$ cat src/logic/tx_cfg_pkg.sv
// What this block does
// - with carrier ignore set, carrier activity is disregarded and no carrier loss is reported.
// - with carrier ignore clear, carrier is watched during each send and loss is reported in the transmit status and, for a completed frame, the interrupt status.
// - with heartbeat ignore set, the post-frame heartbeat is ignored and no sqe error is counted.
// - with heartbeat ignore clear, a missing heartbeat after a frame bumps the sqe error counter.
// - loopback routes transmit frames to the receive path and turns off both mii directions.
// - every frame received during loopback carries the loopback flag in its status.
// - with auto padding on, frames shorter than 64 bytes are padded out to 64 bytes.
// - with auto padding off, short frames go out unpadded and software pads them.
// - at 10 Mb/s the gap is 9.6 us minus 0.4 us times the gap trim field.
// - at 100 Mb/s the gap is 960 ns minus 40 ns times the gap trim field.
// - the two reserved bits ignore writes and read as zero.
// - with excess retry on, a frame gets up to 64 attempts and aborts when attempt 64 fails.
// - with excess retry off, a frame aborts after its 16th failed attempt.
// - excess retry changes how collisions are reported in the transmit status.
package tx_cfg_pkg;
  localparam logic [7:0] TRANSMIT_CONFIGURATION_OFS = 8'h24;
  localparam logic [7:0] IRQ_STAT_OFS = 8'h40;
  localparam logic [7:0] IRQ_MASK_OFS = 8'h44;
  localparam logic [7:0] TX_STAT_OFS = 8'h48;
  localparam logic [7:0] SQE_CNT_OFS = 8'h4c;
  localparam logic [31:0] TRANSMIT_CONFIGURATION_RST = 32'h00000102;
  localparam int CSI_BIT = 31;
  localparam int HBI_BIT = 30;
  localparam int LB_BIT = 29;
  localparam int PAD_BIT = 28;
  localparam int GAP_LSB = 26;
  localparam int RSV_LSB = 24;
  localparam int RETRY_BIT = 23;
  localparam int IRQ_W = 4;
  localparam int EV_DONE = 0;
  localparam int EV_ABORT = 1;
  localparam int EV_CRS = 2;
  localparam int EV_SQE = 3;
  localparam logic [10:0] MIN_FRAME = 11'h040;
  localparam logic [6:0] TRIES_STD = 7'h10;
  localparam logic [6:0] TRIES_EXT = 7'h40;
  localparam int CLK_NS = 20;
  localparam int GAP10_NS = 9600;
  localparam int STEP10_NS = 400;
  localparam int GAP100_NS = 960;
  localparam int STEP100_NS = 40;
  localparam int HB_WIN_NS = 1600;
  localparam logic [8:0] GAP10_CYC = 9'((GAP10_NS + CLK_NS - 1) / CLK_NS);
  localparam logic [8:0] STEP10_CYC = 9'(STEP10_NS / CLK_NS);
  localparam logic [8:0] GAP100_CYC = 9'((GAP100_NS + CLK_NS - 1) / CLK_NS);
  localparam logic [8:0] STEP100_CYC = 9'(STEP100_NS / CLK_NS);
  localparam logic [8:0] HB_WIN_CYC = 9'(HB_WIN_NS / CLK_NS);
  localparam logic [1:0] RESP_OKAY = 2'b00;
  localparam logic [1:0] RESP_SLVERR = 2'b10;
  typedef enum logic [1:0] {
    ST_IDLE = 2'b00,
    ST_SEND = 2'b01,
    ST_HB = 2'b11,
    ST_GAP = 2'b10
  } tx_state_t;
endpackage

$ cat src/logic/tx_cfg_ctrl.sv
// Decided for this implementation: the AXI4-Lite slave port.
`timescale 1ns/1ps
`default_nettype none
module tx_cfg_ctrl import tx_cfg_pkg::*; (
  // clock and reset
  input wire logic aclk,
  input wire logic aresetn,
  // axi4-lite write
  input wire logic [7:0] awaddr,
  input wire logic awvalid,
  output logic awready,
  input wire logic [31:0] wdata,
  input wire logic [3:0] wstrb,
  input wire logic wvalid,
  output logic wready,
  output logic [1:0] bresp,
  output logic bvalid,
  input wire logic bready,
  // axi4-lite read
  input wire logic [7:0] araddr,
  input wire logic arvalid,
  output logic arready,
  output logic [31:0] rdata,
  output logic [1:0] rresp,
  output logic rvalid,
  input wire logic rready,
  // frame request from the mac core
  input wire logic frame_valid,
  input wire logic [10:0] frame_len,
  output logic frame_ready,
  input wire logic speed_100,
  // mii side
  input wire logic mii_crs,
  input wire logic mii_col,
  output logic mii_tx_en,
  output logic mii_rx_en,
  output logic tx_pad,
  // loopback and receive status
  output logic lb_tx_en,
  input wire logic rx_frame_done,
  output logic rx_loopback_flag,
  // frame outcome and interrupt
  output logic tx_done,
  output logic tx_abort,
  output logic irq
);

  tx_state_t st_q, st_d;
  logic [10:0] idx_q, idx_d, wire_len_q, wire_len_d, len_q, len_d;
  logic [6:0] tries_q, tries_d;
  logic [8:0] cnt_q, cnt_d;
  logic hb_seen_q, hb_seen_d, crs_lost_q, crs_lost_d;
  logic mii_tx_en_q, mii_tx_en_d, lb_tx_en_q, lb_tx_en_d;
  logic tx_pad_q, tx_pad_d, done_q, done_d, abort_q, abort_d;
  logic ready_q, ready_d, mii_rx_en_q, mii_rx_en_d;
  logic rx_lb_q, rx_lb_d;
  logic [9:0] tx_stat_q, tx_stat_d;
  logic [IRQ_W-1:0] ev;
  logic [8:0] gap_cyc;
  logic [6:0] try_limit;
  logic csi, heartbeat_disregard, lb, pad_en, retry;
  logic [1:0] gap_trim_field;

  logic [31:0] cfg_q, cfg_d, sqe_q, sqe_d;
  logic [IRQ_W-1:0] isr_q, isr_d, imr_q, imr_d;
  logic aw_full_q, aw_full_d, w_full_q, w_full_d;
  logic [7:0] aw_addr_q, aw_addr_d;
  logic [31:0] w_data_q, w_data_d, rdata_q, rdata_d;
  logic [3:0] w_strb_q, w_strb_d;
  logic awready_q, awready_d, wready_q, wready_d;
  logic bvalid_q, bvalid_d, arready_q, arready_d, rvalid_q, rvalid_d;
  logic [1:0] bresp_q, bresp_d, rresp_q, rresp_d;
  logic irq_q, irq_d, wr_fire;

  assign csi = cfg_q[CSI_BIT];
  assign heartbeat_disregard = cfg_q[HBI_BIT];
  assign lb = cfg_q[LB_BIT];
  assign pad_en = cfg_q[PAD_BIT];
  assign retry = cfg_q[RETRY_BIT];
  assign gap_trim_field = cfg_q[GAP_LSB +: 2];
  assign try_limit = retry ? TRIES_EXT : TRIES_STD;
  // trim step is a whole number of cycles at both speeds, so no rounding
  assign gap_cyc = speed_100 ?
    GAP100_CYC - STEP100_CYC * {7'h00, gap_trim_field} :
    GAP10_CYC - STEP10_CYC * {7'h00, gap_trim_field};

  // transmit engine
  always_comb begin
    st_d = st_q;
    idx_d = idx_q;
    wire_len_d = wire_len_q;
    len_d = len_q;
    tries_d = tries_q;
    cnt_d = cnt_q;
    hb_seen_d = hb_seen_q;
    crs_lost_d = crs_lost_q;
    done_d = 1'b0;
    abort_d = 1'b0;
    tx_stat_d = tx_stat_q;
    ev = '0;
    case (st_q)
      ST_IDLE: begin
        if (frame_valid && ready_q) begin
          len_d = frame_len;
          wire_len_d = (pad_en && frame_len < MIN_FRAME) ?
            MIN_FRAME : frame_len;
          idx_d = '0;
          tries_d = '0;
          crs_lost_d = 1'b0;
          st_d = ST_SEND;
        end
      end
      ST_SEND: begin
        if (!csi && !mii_crs) crs_lost_d = 1'b1;
        if (mii_col) begin
          // a collision ends this attempt; the retry rides on the gap
          tries_d = tries_q + 7'h01;
          idx_d = '0;
          cnt_d = gap_cyc;
          st_d = ST_GAP;
          if (tries_d == try_limit) begin
            abort_d = 1'b1;
            ev[EV_ABORT] = 1'b1;
            tx_stat_d = {retry ? tries_d[5:4] : 2'b00, tries_d[3:0],
              1'b0, crs_lost_d && !csi, 1'b1, 1'b0};
            tries_d = '0;
          end
        end else if (idx_q + 11'h001 >= wire_len_q) begin
          hb_seen_d = 1'b0;
          cnt_d = HB_WIN_CYC;
          st_d = ST_HB;
        end else begin
          idx_d = idx_q + 11'h001;
        end
      end
      ST_HB: begin
        if (mii_col) hb_seen_d = 1'b1;
        cnt_d = cnt_q - 9'h001;
        if (cnt_q == 9'h001) begin
          done_d = 1'b1;
          ev[EV_DONE] = 1'b1;
          ev[EV_CRS] = crs_lost_q && !csi;
          ev[EV_SQE] = !heartbeat_disregard && !hb_seen_d;
          tx_stat_d = {retry ? tries_q[5:4] : 2'b00, tries_q[3:0],
            ev[EV_SQE], crs_lost_q && !csi, 1'b0, 1'b1};
          // a finished frame must not be sent again after its gap
          tries_d = '0;
          cnt_d = gap_cyc;
          st_d = ST_GAP;
        end
      end
      ST_GAP: begin
        cnt_d = cnt_q - 9'h001;
        if (cnt_q <= 9'h001) begin
          // a frame that collided but has tries left goes out again
          st_d = (tries_q != 7'h00) ? ST_SEND : ST_IDLE;
        end
      end
      default: st_d = ST_IDLE;
    endcase
    ready_d = (st_d == ST_IDLE);
    mii_tx_en_d = (st_d == ST_SEND) && !lb;
    lb_tx_en_d = (st_d == ST_SEND) && lb;
    mii_rx_en_d = !lb;
    tx_pad_d = (st_d == ST_SEND) && (idx_d >= len_d);
    rx_lb_d = rx_frame_done ? lb : rx_lb_q;
  end

  always_ff @(posedge aclk) begin
    if (!aresetn) begin
      st_q <= ST_IDLE;
      idx_q <= '0;
      wire_len_q <= '0;
      len_q <= '0;
      tries_q <= '0;
      cnt_q <= '0;
      hb_seen_q <= 1'b0;
      crs_lost_q <= 1'b0;
      mii_tx_en_q <= 1'b0;
      lb_tx_en_q <= 1'b0;
      mii_rx_en_q <= 1'b0;
      tx_pad_q <= 1'b0;
      done_q <= 1'b0;
      abort_q <= 1'b0;
      ready_q <= 1'b0;
      rx_lb_q <= 1'b0;
      tx_stat_q <= '0;
    end else begin
      st_q <= st_d;
      idx_q <= idx_d;
      wire_len_q <= wire_len_d;
      len_q <= len_d;
      tries_q <= tries_d;
      cnt_q <= cnt_d;
      hb_seen_q <= hb_seen_d;
      crs_lost_q <= crs_lost_d;
      mii_tx_en_q <= mii_tx_en_d;
      lb_tx_en_q <= lb_tx_en_d;
      mii_rx_en_q <= mii_rx_en_d;
      tx_pad_q <= tx_pad_d;
      done_q <= done_d;
      abort_q <= abort_d;
      ready_q <= ready_d;
      rx_lb_q <= rx_lb_d;
      tx_stat_q <= tx_stat_d;
    end
  end

  // register slave
  always_comb begin
    aw_full_d = aw_full_q;
    aw_addr_d = aw_addr_q;
    w_full_d = w_full_q;
    w_data_d = w_data_q;
    w_strb_d = w_strb_q;
    bvalid_d = bvalid_q;
    bresp_d = bresp_q;
    rvalid_d = rvalid_q;
    rdata_d = rdata_q;
    rresp_d = rresp_q;
    cfg_d = cfg_q;
    isr_d = isr_q;
    imr_d = imr_q;
    sqe_d = sqe_q;
    if (awvalid && awready_q) begin
      aw_full_d = 1'b1;
      aw_addr_d = awaddr;
    end
    if (wvalid && wready_q) begin
      w_full_d = 1'b1;
      w_data_d = wdata;
      w_strb_d = wstrb;
    end
    if (bvalid_q && bready) bvalid_d = 1'b0;
    wr_fire = aw_full_q && w_full_q && !bvalid_q;
    if (wr_fire) begin
      aw_full_d = 1'b0;
      w_full_d = 1'b0;
      bvalid_d = 1'b1;
      bresp_d = RESP_OKAY;
      case (aw_addr_q)
        TRANSMIT_CONFIGURATION_OFS: begin
          for (int i = 0; i < 4; i++) begin
            if (w_strb_q[i]) cfg_d[8*i +: 8] = w_data_q[8*i +: 8];
          end
          cfg_d[RSV_LSB +: 2] = 2'b00;
        end
        IRQ_STAT_OFS: begin
          if (w_strb_q[0]) isr_d = isr_q & ~w_data_q[IRQ_W-1:0];
        end
        IRQ_MASK_OFS: begin
          if (w_strb_q[0]) imr_d = w_data_q[IRQ_W-1:0];
        end
        TX_STAT_OFS, SQE_CNT_OFS: ;
        default: bresp_d = RESP_SLVERR;
      endcase
    end
    // set after clear, so an event in the clearing cycle survives
    isr_d = isr_d | ev;
    if (ev[EV_SQE]) sqe_d = sqe_q + 32'h00000001;
    if (rvalid_q && rready) rvalid_d = 1'b0;
    if (arvalid && arready_q) begin
      rvalid_d = 1'b1;
      rresp_d = RESP_OKAY;
      case (araddr)
        TRANSMIT_CONFIGURATION_OFS: rdata_d = cfg_q;
        IRQ_STAT_OFS: rdata_d = {28'h0000000, isr_q};
        IRQ_MASK_OFS: rdata_d = {28'h0000000, imr_q};
        TX_STAT_OFS: rdata_d = {22'h000000, tx_stat_q};
        SQE_CNT_OFS: rdata_d = sqe_q;
        default: begin
          rdata_d = '0;
          rresp_d = RESP_SLVERR;
        end
      endcase
    end
    awready_d = !aw_full_d;
    wready_d = !w_full_d;
    arready_d = !rvalid_d;
    irq_d = |(isr_d & imr_d);
  end

  always_ff @(posedge aclk) begin
    if (!aresetn) begin
      aw_full_q <= 1'b0;
      aw_addr_q <= '0;
      w_full_q <= 1'b0;
      w_data_q <= '0;
      w_strb_q <= '0;
      awready_q <= 1'b0;
      wready_q <= 1'b0;
      bvalid_q <= 1'b0;
      bresp_q <= RESP_OKAY;
      arready_q <= 1'b0;
      rvalid_q <= 1'b0;
      rdata_q <= '0;
      rresp_q <= RESP_OKAY;
      cfg_q <= TRANSMIT_CONFIGURATION_RST;
      isr_q <= '0;
      imr_q <= '0;
      sqe_q <= '0;
      irq_q <= 1'b0;
    end else begin
      aw_full_q <= aw_full_d;
      aw_addr_q <= aw_addr_d;
      w_full_q <= w_full_d;
      w_data_q <= w_data_d;
      w_strb_q <= w_strb_d;
      awready_q <= awready_d;
      wready_q <= wready_d;
      bvalid_q <= bvalid_d;
      bresp_q <= bresp_d;
      arready_q <= arready_d;
      rvalid_q <= rvalid_d;
      rdata_q <= rdata_d;
      rresp_q <= rresp_d;
      cfg_q <= cfg_d;
      isr_q <= isr_d;
      imr_q <= imr_d;
      sqe_q <= sqe_d;
      irq_q <= irq_d;
    end
  end

  assign awready = awready_q;
  assign wready = wready_q;
  assign bresp = bresp_q;
  assign bvalid = bvalid_q;
  assign arready = arready_q;
  assign rdata = rdata_q;
  assign rresp = rresp_q;
  assign rvalid = rvalid_q;
  assign frame_ready = ready_q;
  assign mii_tx_en = mii_tx_en_q;
  assign mii_rx_en = mii_rx_en_q;
  assign tx_pad = tx_pad_q;
  assign lb_tx_en = lb_tx_en_q;
  assign rx_loopback_flag = rx_lb_q;
  assign tx_done = done_q;
  assign tx_abort = abort_q;
  assign irq = irq_q;
endmodule
`default_nettype wire

$ cat config.mk
export PLATFORM = sky130hd
export DESIGN_NAME = tx_cfg_ctrl
export DESIGN_NICKNAME = d
export VERILOG_FILES = /design/src/logic/tx_cfg_pkg.sv /design/src/logic/tx_cfg_ctrl.sv
export SDC_FILE = /design/constraint.sdc
export NUM_CORES = 1
export LEC_CHECK = 0
export ABC_AREA = 0
export BUFFER_PORTS_ARGS = -buffer_cell sky130_fd_sc_hd__clkbuf_2
export CAP_MARGIN = 40
export CORE_MARGIN = 5
export CORE_UTILIZATION = 50
export DETAILED_ROUTE_END_ITERATION = 8
export PLACE_DENSITY = 0.73
export SLEW_MARGIN = 20
export SYNTH_ARGS = -nofsm -noshare
export SYNTH_HDL_FRONTEND = slang
export SYNTH_SLANG_ARGS = --single-unit
$ cat constraint.sdc
create_clock -name aclk -period 4.4 [get_ports aclk]
set_input_delay 0.66 -clock aclk [delete_from_list [all_inputs] [get_ports aclk]]
set_output_delay 0.66 -clock aclk [all_outputs]
set_load 0.02 [all_outputs]
== Word-level counts from Yosys, hierarchy flattened ==
Cells that the tools add are included.

* $add $sub $neg: 6
* Multipliers: 1
* Order comparisons: 4
* Equality and inequality tests: 23
* Multiplexer cells: 64
* Bitwise logic cells: 4
* Reduce and logical (&&, ||, !) cells: 46

{| class="wikitable"
|+ Operators by type and width
! kind !! number
|-
| $pmux W32 S5 || 1
|-
| $mux W11 || 6
|-
| $eq A8 B7 Y1 const B || 8
|-
| $mux W9 || 4
|-
| $mux W7 || 5
|-
| $add A32 B1 Y32 const B || 1
|-
| $mux W10 || 3
|-
| $pmux W9 S3 || 1
|-
| $mux W4 || 6
|-
| $ge A11 B11 Y1 || 2
|-
| $mux W2 || 11
|-
| $pmux W11 S2 || 1
|-
| $mux W1 || 21
|-
| $pmux W7 S3 || 1
|-
| $pmux W10 S2 || 1
|-
| $eq A8 B6 Y1 const B || 2
|-
| $logic_and A1 B1 Y1 || 16
|-
| $reduce_and A3 Y1 || 5
|-
| $ne A2 B2 Y1 const B || 6
|-
| $add A11 B1 Y11 const B || 1
|-
| $lt A11 B7 Y1 const B || 1
|-
| $reduce_or A5 Y1 || 2
|-
| $eq A9 B1 Y1 const B || 1
|-
| $le A9 B1 Y1 const B || 1
|-
| 22 further kinds || 41
|}

* Register bits: 229
* Logic and storage cells: 186

== Longest topological paths before layout ==
Gate-level depths: netlist (run 1).

* Depth after elaboration: 9
* Gate-level depth with buffers: 19
* Depth with buffers taken out: 19

== Least setup slack after synthesis (run 1) ==
OpenSTA, ideal clock, no wires.

* Kind: flip-flop to flip-flop
* Start: reg idx_q[0]
* End: reg tx_pad_q (netlist: tx_pad)
* Library setup time: 0.130 ns
* Arrival: 4.105 ns
* Required time: 4.270 ns
* Slack: 0.165 ns
* Cell stages (with the launch flop): 19
* Path buffers: 0
* Cells stage by stage: dfxtp_1 -> ha_1 -> nand3_1 -> or2_2 -> and2_1 -> or2_2 -> ha_1 -> and2_1 -> a221o_1 -> a41oi_1 -> o21ai_1 -> a22o_1 -> ha_1 -> nor2b_1 -> o21a_1 -> o21ai_0 -> a21oi_1 -> o41ai_1 -> a21oi_1

* Word-level cells in the longest chain between the ends: 7
* Elaborated cells between the ends (all ways): 12
* Those cells by class: add/sub (1); order compare (2); eq/ne (1); mux (7); reduce/logical (1)

{| class="wikitable"
|+ RTL lines
! what !! line !! text
|-
| from (decl) || tx_cfg_ctrl.sv:49 || <nowiki>logic [10:0] idx_q, idx_d, wire_len_q, wire_len_d, len_q, len_d;</nowiki>
|-
| from (signal assigned) || tx_cfg_ctrl.sv:190 || <nowiki>idx_q <= idx_d;</nowiki>
|-
| $add A11 B1 Y11 * || tx_cfg_ctrl.sv:128, tx_cfg_ctrl.sv:133 ||
|-
| $ge A11 B11 Y1 || tx_cfg_ctrl.sv:128 || <nowiki>end else if (idx_q + 11'h001 >= wire_len_q) begin</nowiki>
|-
| $mux W11 * || tx_cfg_ctrl.sv:128 ||
|-
| $mux W11 * || tx_cfg_ctrl.sv:115 || <nowiki>if (mii_col) begin</nowiki>
|-
| $pmux W11 S2 * || tx_cfg_ctrl.sv:101 || <nowiki>case (st_q)</nowiki>
|-
| named net idx_d[1] || tx_cfg_ctrl.sv:49 ||
|-
| $ge A11 B11 Y1 * || tx_cfg_ctrl.sv:165 || <nowiki>tx_pad_d = (st_d == ST_SEND) && (idx_d >= len_d);</nowiki>
|-
| $logic_and A1 B1 Y1 * || tx_cfg_ctrl.sv:165 ||
|-
| to (signal assigned) || tx_cfg_ctrl.sv:200 || <nowiki>tx_pad_q <= tx_pad_d;</nowiki>
|-
| to (decl) || tx_cfg_ctrl.sv:54 || <nowiki>logic tx_pad_q, tx_pad_d, done_q, done_d, abort_q, abort_d;</nowiki>
|}

Mark *: on every way through the listed nets, which the timed path passes. The rest lies on a longest branch.
A chain may end at the register's enable or synchronous reset.

== Final worst setup path (run 1) ==
* Start: reg idx_q[1]
* End: reg tx_pad_q (netlist: tx_pad)

* Word-level cells in the longest chain between the ends: 7
* Elaborated cells between the ends (all ways): 12
* Those cells by class: add/sub (1); order compare (2); eq/ne (1); mux (7); reduce/logical (1)

{| class="wikitable"
|+ RTL lines
! what !! line
|-
| $add A11 B1 Y11 || tx_cfg_ctrl.sv:128, tx_cfg_ctrl.sv:133
|-
| $ge A11 B11 Y1 || tx_cfg_ctrl.sv:128
|-
| $mux W11 || tx_cfg_ctrl.sv:128
|-
| $mux W11 || tx_cfg_ctrl.sv:115
|-
| $pmux W11 S2 * || tx_cfg_ctrl.sv:101
|-
| named net idx_d[1] || tx_cfg_ctrl.sv:49
|-
| $ge A11 B11 Y1 * || tx_cfg_ctrl.sv:165
|-
| $logic_and A1 B1 Y1 * || tx_cfg_ctrl.sv:165
|}

Marks and branches as above.

==> results.md, run 1 <==
- Status: finished clean
- WL final: 27300 um
- Primary FF master, synth: dfxtp_1
- Maximum clock rate: 0.238 GHz
- Fraction of registers with async set/reset: 0%
- Total of warnings raised by yosys: 0
- WHS: 0.360 ns
- Yosys reg bits: 225
- Worst EP required: 4.79 ns
- Final Hold Fails: 0
- Hold crit path type: in2reg
- Critical-path top delay cell: dfxtp_2
- Avg Inst Size Synth: 8.17 um^2
- Htree depth: 1
- DP Wirelength: 19700 um
- Sequential share of the synthesized area: 44.6%
- Worst-path clk slew: 0.06 ns
- CP max FO: 5
- Combinational share of power: 18.6%
- Congestion Overflow GR: 0
- Critical R2R Launch: idx_q[1]$_SDFF_PN0_
- Final GP Congestion: 0.909
- Final setup viols: 0
- Initial core utilization: 50.4%
- Final Cell Area: 11900 um^2
- Vias: 9308
- RSZ-0062 raised after global routing: false
- Chip height: 152 um
- Core area: 20000 um^2
- # IOs: 125
- Tcrit/Tclk final: 95.7%
- TritonCTS sink count: 225
- Largest net degree at the start of global routing: 119
- Max stage delay on crit path: 0.36 ns
- Die W: 152 um
- CP Launch Type: flip-flop
- Setup crit start: idx_q[1]$_SDFF_PN0_
- Leakage power: 4.78 nW
- Area grow syn2layout: 18.2%
- Placed insts: 1586
- Flop pwr share: 41.1%
- Post-route ant nets: 0
- Post-Syn Area: 10100 um^2
- Pins Over Slew Limit: 0
- Sw Pwr: 0.00153 W
- PwrDens: 455 nW/um^2
- Setup Skew: 0.0108 ns
- Vias per Instance: 5.71
- DP Area: 11000 um^2
- Clk network pwr share: 40.3%
- Fill cells: 1853
- Clock root buffer master: clkbuf_16
- Num CTS Buffers: 24
- Crit path time final: 4.21 ns
- Post-synth EDFFs: 0
- IO buf count: 120
- Initial antenna violation count: 0
- Crit path capture type: flip-flop
- Crit Path Class: reg2reg
- Max Buffers Root-to-Sink: 3
- Die area: 23100 um^2
- CP Data Arrival Time: 4.60 ns
- Iteration-0 DRC Markers: 730
- ANT cells: 0
- CP cell instances: ha_4, nand3_2, or2_4, and2_1, or2_2, ha_4, and2_4, a221o_1, a41o_1, a211oi_4, a22o_1, ha_1, nor2b_1, o21a_1, o21ai_1, a21oi_1, o41ai_1, a21oi_1
- Synth unique cells: 70
- Post-Layout Cell Count: 1631
- Worst skew pair latency: 0.52 ns
- Global Route Usage Sum: 22.6%
- Int Pwr: 0.00390 W
- Final nets: 1451
- Rows: 52
- CTS tree: built
- First-pass GRT wire length: 44300 um
- DRC violations left: 0
- Hold wc startpoint: wdata[20]
- Synth Instances: 1237
- Max IR drop VDD: 0.259 mV
- First-pass iteration count of the detailed router: 7
- Slew headroom: 45.8%
- Sw Ratio: 28.2%
- Slew @ Worst Pin: 0.805 ns
- Vias in the first global route: 8883
- Wire length per cell: 16.7 um
- Layout cells sized above 1: 15.9%
- Max_cap viols: 0
- CTS Hold Bufs: 0
[kinds of logic after synthesis]
family                   after synthesis  share of synthesized area, %
AND/OR/NAND/NOR                      539                          24.7
XOR/XNOR                              43                          3.73
adder cells (fa/ha/maj)               32                          3.96
multiplexers                          24                          2.38
other                                  1                        0.0371
flip-flops                           225                          44.6
buffers and inverters                108                          4.20
AO/OA/AOI/OAI                        265                          16.4
[synthesized netlist by cell type, types with 2 or more instances]
cell	number	area (um^2)
nand3_1	68	340
o221ai_1	4	35.0
o21ai_1	2	10.0
xnor2_1	22	193
o31a_1	2	17.5
or3_1	10	62.6
a211oi_1	3	22.5
a21o_1	7	52.6
o21ai_0	46	230
nor3_1	16	80.1
inv_1	39	146
dfxtp_1	225	4500
a222oi_1	29	290
nand4_1	16	100
a31oi_1	7	43.8
buf_1	2	7.51
buf_4	4	30.0
a21oi_1	126	631
a22oi_1	2	15.0
nand2b_1	8	50.1
xor2_1	21	184
and3_1	9	56.3
a221oi_1	5	43.8
nor4_1	14	87.6
o21a_1	4	30.0
buf_2	2	10.0
clkbuf_1	60	225
a21boi_0	6	45.0
o211ai_1	3	22.5
a311oi_1	4	35.0
a32oi_1	2	17.5
ha_1	32	400
mux2i_1	24	240
nor2_1	120	450
nor2b_1	7	43.8
nand3b_1	3	22.5
and4_1	4	35.0
nand2_1	228	856
and2_1	10	62.6
o32ai_1	2	17.5
or4_1	4	30.0
or2_2	7	43.8
[path summary, 6_finish.rpt]
path,slack [ns],depth (start not counted),endpoint
max,0.19,18,tx_pad$_SDFF_PN0_
min,0.36,3,w_data_q[20]$_SDFFE_PN0P_
max reg2reg,0.19,18,tx_pad$_SDFF_PN0_
min reg2reg,0.45,2,aw_addr_q[1]$_SDFFE_PN0P_
[sequential cells by signal, summed over array words and instances, names as in the netlist, 4 cells and up, named ones only]
register,count
aw_addr_q,8
cfg_q,30
cnt_q,9
idx_q,10
imr_q,4
isr_q,4
len_q,11
rdata,32
sqe_q,32
tries_q,7
tx_stat_q,10
w_data_q,30
w_strb_q,4
wire_len_q,11
[metrics by stage]
step                      setup WS, ns  utilization [%]  power, W  setup TNS, ns
final                            0.190             59.6   0.00543              0
after global routing            0.0231             59.6   0.00570              0
after CTS                     0.000221             59.4   0.00545              0
after detailed placement       -0.0620             54.9   0.00325        -0.0620
after global placement         0.00793             54.6   0.00323              0
after floorplan                  0.165                -   0.00294              0
[area by class of cell]
| type | instances | area (um^2) | share of cell area (%) |
|---|---|---|---|
| sequential | 225 | 4510 | 37.7 |
| clock inverter | 9 | 159 | 1.33 |
| tap | 270 | 338 | 2.83 |
| clock buffer | 34 | 718 | 6.01 |
| timing repair buffer | 149 | 850 | 7.11 |
| multi-input combinational | 905 | 5220 | 43.7 |
| inverter | 39 | 149 | 1.25 |
[power by group through the flow]
stage          logic, W  registers [W]  clock network (W)
2_1_floorplan  0.000672        0.00226                  0
3_3_place_gp   0.000952        0.00227                  0
3_5_place_dp   0.000972        0.00227                  0
4_1_cts        0.000988        0.00223            0.00223
5_1_grt         0.00113        0.00225            0.00232
6_report        0.00101        0.00224            0.00219
[layout by cell type (no fill, tap or decap), drive strengths merged, types with 5 or more instances in the layout]
master / count
a21boi: 6
a21o: 7
a21oi: 126
a221oi: 5
a222oi: 29
a31oi: 7
and2: 11
and3: 9
buf: 29
clkbuf: 154
dfxtp: 225
ha: 32
inv: 39
mux2i: 24
nand2: 230
nand2b: 8
nand3: 68
nand4: 17
nor2: 120
nor2b: 7
nor3: 17
nor4: 15
o21ai: 48
or2: 7
or3: 10
or4: 5
xnor2: 22
xor2: 21
[critical path, delay by kind of cell, from the launching register on]
| family | cells | cell delay, ns |
|---|---|---|
| AO/OA/AOI/OAI | 9 | 1.95 |
| AND/OR/NAND/NOR | 6 | 1.14 |
| adder cells (fa/ha/maj) | 3 | 0.62 |
| flip-flops | 1 | 0.36 |
[repair_timing]
item                       CTS  global route
buffers inserted             1             1
setup endpoints to repair    1             1
pin swaps                    3             5
gates resized for setup      3             8
[routing by layer]
metal,share of wire (%),global-route usage [%],up-vias
li1,-,-,4557
met1,44,30.5,4360
met2,46,37.1,340
met3,7.0,3.49,51
met4,3.3,7.71,0
met5,0,0,-
(Power assumes the default switching activity.)
==> run 2: changes to the inputs <==
CORE_MARGIN = default   (was 5)
clock period = 3.7 ns   (was 4.4 ns; I/O delays follow)
==> run 2 against run 1 <==
Effect of this change:
- the flow now finishes with violations (setup timing)
- register-to-register slack worse by 0.45 ns
- combinational power is 22% higher
- utilization is 1.9 points higher
- clock-buffer cell count is 3 higher
- non-clock buffer count is 22 higher
- via count is 0.30% higher
- cell area is 1.2% higher
- worst setup slack worse by 0.45 ns
- clock power is 13% higher
- sequential power is 20% higher
- clock skew is 0.0030 ns higher
- routed wire length is 2.0% lower
==> results.md, run 2 (same netlist as run 1, synthesis figures left out) <==
- Hold crit path type: in2reg
- Critical Path End: tx_pad$_SDFF_PN0_
- Layout cells sized above 1: 17.5%
- CP max FO: 5
- DP Wirelength: 19200 um
- PwrDens: 528 nW/um^2
- CP Launch Type: flip-flop
- Reg2reg end: tx_pad$_SDFF_PN0_
- # IOs: 125
- Setup crit start: idx_q[1]$_SDFF_PN0_
- Failing checks: setup timing
- Worst-path clk slew: 0.06 ns
- DRC violations left: 0
- Htree depth: 1
- Final nets: 1473
- Initial core utilization: 51.4%
- Clock root buffer master: clkbuf_16
- Fill cells: 1783
- CTS tree: built
- Critical R2R Launch: idx_q[1]$_SDFF_PN0_
- Wire length per cell: 16.2 um
- Iteration-0 DRC Markers: 754
- R2R cell count: 19
- Final setup viols: 1
- Largest net degree at the start of global routing: 83
- Vias: 9336
- CP cell instances: ha_4, nand3_4, or2_4, and2_4, or2_4, ha_4, and2_4, a221o_1, a41o_1, a211oi_2, buf_4, a22o_1, ha_1, nor2b_1, o21a_1, o21ai_1, a21oi_1, o41ai_1, a21oi_1
- Max IR drop VDD: 0.337 mV
- Tcrit/Tclk final: 107%
- Worst skew pair latency: 0.53 ns
- WL final: 26800 um
- PnR worst setup slack: -0.262 ns
- Slew headroom: 40.2%
- Commonest non-fill, non-tap cell in the layout: nand2_1
- Leakage power: 4.87 nW
- RSZ-0062 raised after global routing: true
- Total power: 0.00638 W
- Max stage delay on crit path: 0.35 ns
- TNS Setup: -0.262 ns
- CP Data Arrival Time: 4.35 ns
- Final Hold Fails: 0
- Vias per Instance: 5.67
- Setup Skew: 0.0137 ns
- Rows: 51
- Num CTS Buffers: 24
- Final GP Congestion: 0.924
- Commonest non-fill, non-tap cells in the layout: nand2_1 (228), dfxtp_1 (222), a21oi_1 (125)
- First-pass iteration count of the detailed router: 8
- Crit Path Class: reg2reg
- Core area: 19700 um^2
- Crit path capture type: flip-flop
- Worst EP required: 4.09 ns
- TritonCTS sink count: 225
- Hold Path Cell Cnt: 3
- Max Buffers Root-to-Sink: 3
- Initial antenna violation count: 0
- Congestion Overflow GR: 0
- Maximum clock rate: 0.252 GHz
- Slew @ Worst Pin: 0.889 ns
- Post-route ant nets: 0
- Area grow syn2layout: 19.6%
- Vias in the first global route: 8384
- ANT cells: 0
- First-pass GRT wire length: 42300 um
- Die area: 20800 um^2
- Chip height: 144 um
- IO buf count: 120
- Die W: 144 um
- FF-to-FF setup slack: -0.26 ns
- Global Route Usage Sum: 25.7%
- Critical-path top delay cell: dfxtp_2
- Max_cap viols: 0
- Status: complete, but fails checks
- Crit path time final: 3.96 ns
- Pins Over Slew Limit: 0
run 2: changes by cell type in the layout (fill, tap and decap cells not counted), moves of 2 or more:
cell       before  now
a211oi_2        0    2
buf_4          25   46
buf_8           2    0
bufinv_16       4    2
clkbuf_1        2    4
run 2: timing repair:
item                       CTS  global route
setup endpoints to repair    1             1
hold buffers                 0             0
pin swaps                    1             0
gates resized for setup      1             1
cloned                       1             0
hold endpoints to repair     0             0
setup buffers                1             0
run 2: worst max-delay path, delay by kind of cell (launching register included):
kind                     cells  cell delay (ns)
AND/OR/NAND/NOR              6             0.97
adder cells (fa/ha/maj)      3             0.61
flip-flops                   1             0.35
buffers and inverters        1             0.19
AO/OA/AOI/OAI                9             1.68
run 2: final cells by class:
cell class              count  area (um^2)  share of cell area (%)
clock inverters             6         91.3                   0.756
multi-input cells         905         5250                    43.4
clock buffers              37          739                    6.12
repair buffers            171         1010                    8.40
inverters                  39          149                    1.23
flip-flops and latches    225         4510                    37.3
well taps                 265          332                    2.74
run 2: worst min path at each step:
stage | startpoint | end | slack, ns
after floorplan | tx_stat_q[1]$_SDFFE_PN0P_ | tx_stat_q[1]$_SDFFE_PN0P_ | 0.42
after global placement | rdata[2]$_SDFFE_PN0P_ | rdata[2]$_SDFFE_PN0P_ | 0.44
after detailed placement | wire_len_q[1]$_SDFFE_PN0P_ | wire_len_q[1]$_SDFFE_PN0P_ | 0.44
after CTS | wdata[21] | w_data_q[21]$_SDFFE_PN0P_ | 0.24
after global routing | wdata[16] | w_data_q[16]$_SDFFE_PN0P_ | 0.24
final | wdata[19] | w_data_q[19]$_SDFFE_PN0P_ | 0.25
run 2: power breakdown:
group	switching [W]	internal (W)	total [W]
Clock	0.000961	0.00151	0.00247
Sequential	0.000131	0.00255	0.00268
Combinational	0.000726	0.000499	0.00123
run 2: metrics by stage:
step	cell area, um^2	utilization, %	std cells	setup slack [ns]	hold slack (ns)
2_1_floorplan	10200	-	1238	-0.0833	0.425
3_3_place_gp	11200	56.8	1600	-0.189	0.437
3_5_place_dp	11200	56.9	1601	-0.241	0.443
4_1_cts	12000	61.3	1646	-0.241	0.244
5_1_grt	12100	61.5	1648	-0.464	0.238
6_report	12100	61.5	1648	-0.262	0.252
run 2: layer usage:
| metal | vias to the layer above | track usage [%] | share of wire, % | routed length, um |
|---|---|---|---|---|
| li1 | 4613 | - | - | - |
| met1 | 4327 | 34.6 | 45 | 12100 |
| met2 | 352 | 41.0 | 45 | 12000 |
| met3 | 44 | 5.13 | 7.5 | 2000 |
| met4 | 0 | 8.81 | 2.6 | 687 |
| met5 | - | 0 | 0 | 0 |
==> run 3: changes to the inputs <==
BUFFER_PORTS_ARGS = -buffer_cell sky130_fd_sc_hd__buf_2   (was -buffer_cell sky130_fd_sc_hd__clkbuf_2)
clock period = 3.3 ns   (was 3.7 ns; I/O delays follow)
==> run 3 against run 2 <==
Effect of this change:
- die area unchanged
- cell count increased by 1.3%
- global-route usage increased by 0.78 points
- combinational power increased by 25%
- the run still ends with setup timing left
- fmax increased by 2.1%
==> results.md, run 3 (same netlist as run 1, synthesis figures left out) <==
- Num CTS Buffers: 24
- WL final: 27800 um
- Worst skew pair latency: 0.53 ns
- Crit path time final: 3.88 ns
- Reg2reg end: tx_pad$_SDFF_PN0_
- Die W: 144 um
- DP Wirelength: 19900 um
- Final GP Congestion: 0.890
- Int Pwr: 0.00504 W
- Worst EP required: 3.67 ns
- First-pass iteration count of the detailed router: 7
- Tcrit/Tclk final: 118%
- Max Buffers Root-to-Sink: 3
- Slew @ Worst Pin: 0.807 ns
- Global Route Usage Sum: 26.5%
- ANT cells: 0
- Initial antenna violation count: 0
- Leakage power: 4.97 nW
- Iteration-0 DRC Markers: 717
- Slew headroom: 46.2%
- PwrDens: 585 nW/um^2
- First-pass GRT wire length: 43700 um
- Total power: 0.00715 W
- Area grow syn2layout: 21.1%
- Failing checks: setup timing
- FF-to-FF setup slack: -0.58 ns
- # IOs: 125
- Crit Path Class: reg2reg
- CP Data Arrival Time: 4.26 ns
- IO buf count: 120
- CP Launch Type: flip-flop
- Clock root buffer master: clkbuf_16
- Sw Ratio: 29.5%
- Placed insts: 1621
- Final nets: 1495
- Vias per Instance: 5.64
- R2R cell count: 19
- Vias in the first global route: 8725
- Worst-path clk slew: 0.06 ns
- Chip height: 144 um
- Htree depth: 1
- CP max FO: 5
- Commonest non-fill, non-tap cells in the layout: nand2_1 (228), dfxtp_1 (222), a21oi_1 (124)
- Crit path capture type: flip-flop
- Largest net degree at the start of global routing: 73
- Post-Layout Cell Count: 1669
- Hold crit path type: in2reg
- Critical Path End: tx_pad$_SDFF_PN0_
- Die area: 20800 um^2
- Setup crit start: idx_q[1]$_SDFF_PN0_
- Post-route ant nets: 0
- CTS tree: built
- Fill cells: 1761
- Combinational share of power: 21.5%
- Wire length per cell: 16.7 um
- Core area: 19700 um^2
- PnR worst setup slack: -0.581 ns
- Final setup viols: 1
- Sw Pwr: 0.00211 W
- Max_cap viols: 0
- Commonest non-fill, non-tap cell in the layout: nand2_1
- RSZ-0062 raised after global routing: true
- Clk network pwr share: 36.6%
- Vias: 9419
- Flop pwr share: 41.8%
- TritonCTS sink count: 225
- Layout cells sized above 1: 18.9%
- Rows: 51
- Congestion Overflow GR: 0
- Status: complete, but fails checks
- CTS Hold Bufs: 0
- Critical R2R Launch: idx_q[1]$_SDFF_PN0_
- Initial core utilization: 51.4%
- Final Hold Fails: 0
- Max IR drop VDD: 0.338 mV
- Setup Skew: 0.0166 ns
- Pins Over Slew Limit: 0
- DRC violations left: 0
- Maximum clock rate: 0.258 GHz
## run 3: cell count changes in the layout (fill, tap and decap cells not counted), sizes merged
| cell | delta |
|---|---|
| buf | +143 |
| clkbuf | -117 |
| clkdlybuf4s15 | -1 |
| clkinv | -3 |
| clkinvlp | +1 |
| bufinv | -2 |
## run 3: stage by stage
step                      setup TNS (ns)  instance area [um^2]  utilization [%]  setup slack [ns]  hold slack [ns]
final                             -0.581                 12200             62.2            -0.581            0.207
after global routing              -0.989                 12200             62.2            -0.758            0.196
after CTS                         -0.584                 12200             61.9            -0.584            0.193
after detailed placement          -0.953                 11300             57.7            -0.746            0.442
after global placement            -0.735                 11300             57.6            -0.606            0.434
after floorplan                   -0.483                 10200                -            -0.483            0.425
## run 3: cell type report
| class | instances | area, um^2 | share of cell area (%) |
|---|---|---|---|
| multi-input cells | 905 | 5300 | 43.3 |
| flip-flops and latches | 225 | 4510 | 36.9 |
| repair buffers | 193 | 1170 | 9.58 |
| clock buffers | 40 | 751 | 6.14 |
| well taps | 265 | 332 | 2.71 |
| inverters | 39 | 149 | 1.22 |
| clock inverters | 2 | 23.8 | 0.194 |
## run 3: worst min path at each step
stage / from / to / slack, ns / cells past startpoint
global placement: rdata[3]$_SDFFE_PN0P_ / rdata[3]$_SDFFE_PN0P_ / 0.43 / 2
floorplan: tx_stat_q[1]$_SDFFE_PN0P_ / tx_stat_q[1]$_SDFFE_PN0P_ / 0.42 / 2
global route: wdata[19] / w_data_q[19]$_SDFFE_PN0P_ / 0.20 / 3
CTS: wdata[21] / w_data_q[21]$_SDFFE_PN0P_ / 0.19 / 3
detailed placement: rdata[7]$_SDFFE_PN0P_ / rdata[7]$_SDFFE_PN0P_ / 0.44 / 2
finish: wdata[21] / w_data_q[21]$_SDFFE_PN0P_ / 0.21 / 3
## run 3: metal layers
layer | vias up | wire length [um] | part of all wire (%) | track usage, %
li1 | 4638 | - | - | -
met1 | 4411 | 12400 | 44 | 34.7
met2 | 310 | 12900 | 46 | 43.9
met3 | 60 | 1770 | 6.4 | 4.11
met4 | 0 | 809 | 2.9 | 9.92
met5 | - | 0 | 0 | 0
## run 3: repair_timing
item | 4_1_cts | 5_1_grt
gates resized for setup | 4 | 9
buffers inserted | 3 | 2
pin swaps | 3 | 4
endpoints found under the setup margin | 8 | 16
## run 3: power groups by stage
stage / combinational, W / clock, W / sequential [W]
after CTS: 0.00147 / 0.00265 / 0.00298
final: 0.00154 / 0.00262 / 0.00299
after global placement: 0.00138 / 0 / 0.00303
after floorplan: 0.000917 / 0 / 0.00302
after detailed placement: 0.00141 / 0 / 0.00304
after global routing: 0.00169 / 0.00277 / 0.00300
## run 3: worst max-delay path: stages, from the launching register on
cell and delay, ns:
dfxtp_2 0.35, ha_4 0.15, nand3_4 0.08, or2_4 0.25, and2_4 0.14, or2_4 0.23
ha_4 0.21, and2_4 0.13, a221o_1 0.33, a41o_1 0.24, a211oi_2 0.21, buf_6 0.16
a22o_1 0.17, ha_1 0.25, nor2b_1 0.13, o21a_1 0.16, o21ai_1 0.13, a21oi_1 0.09
o41ai_2 0.21, a21oi_1 0.10
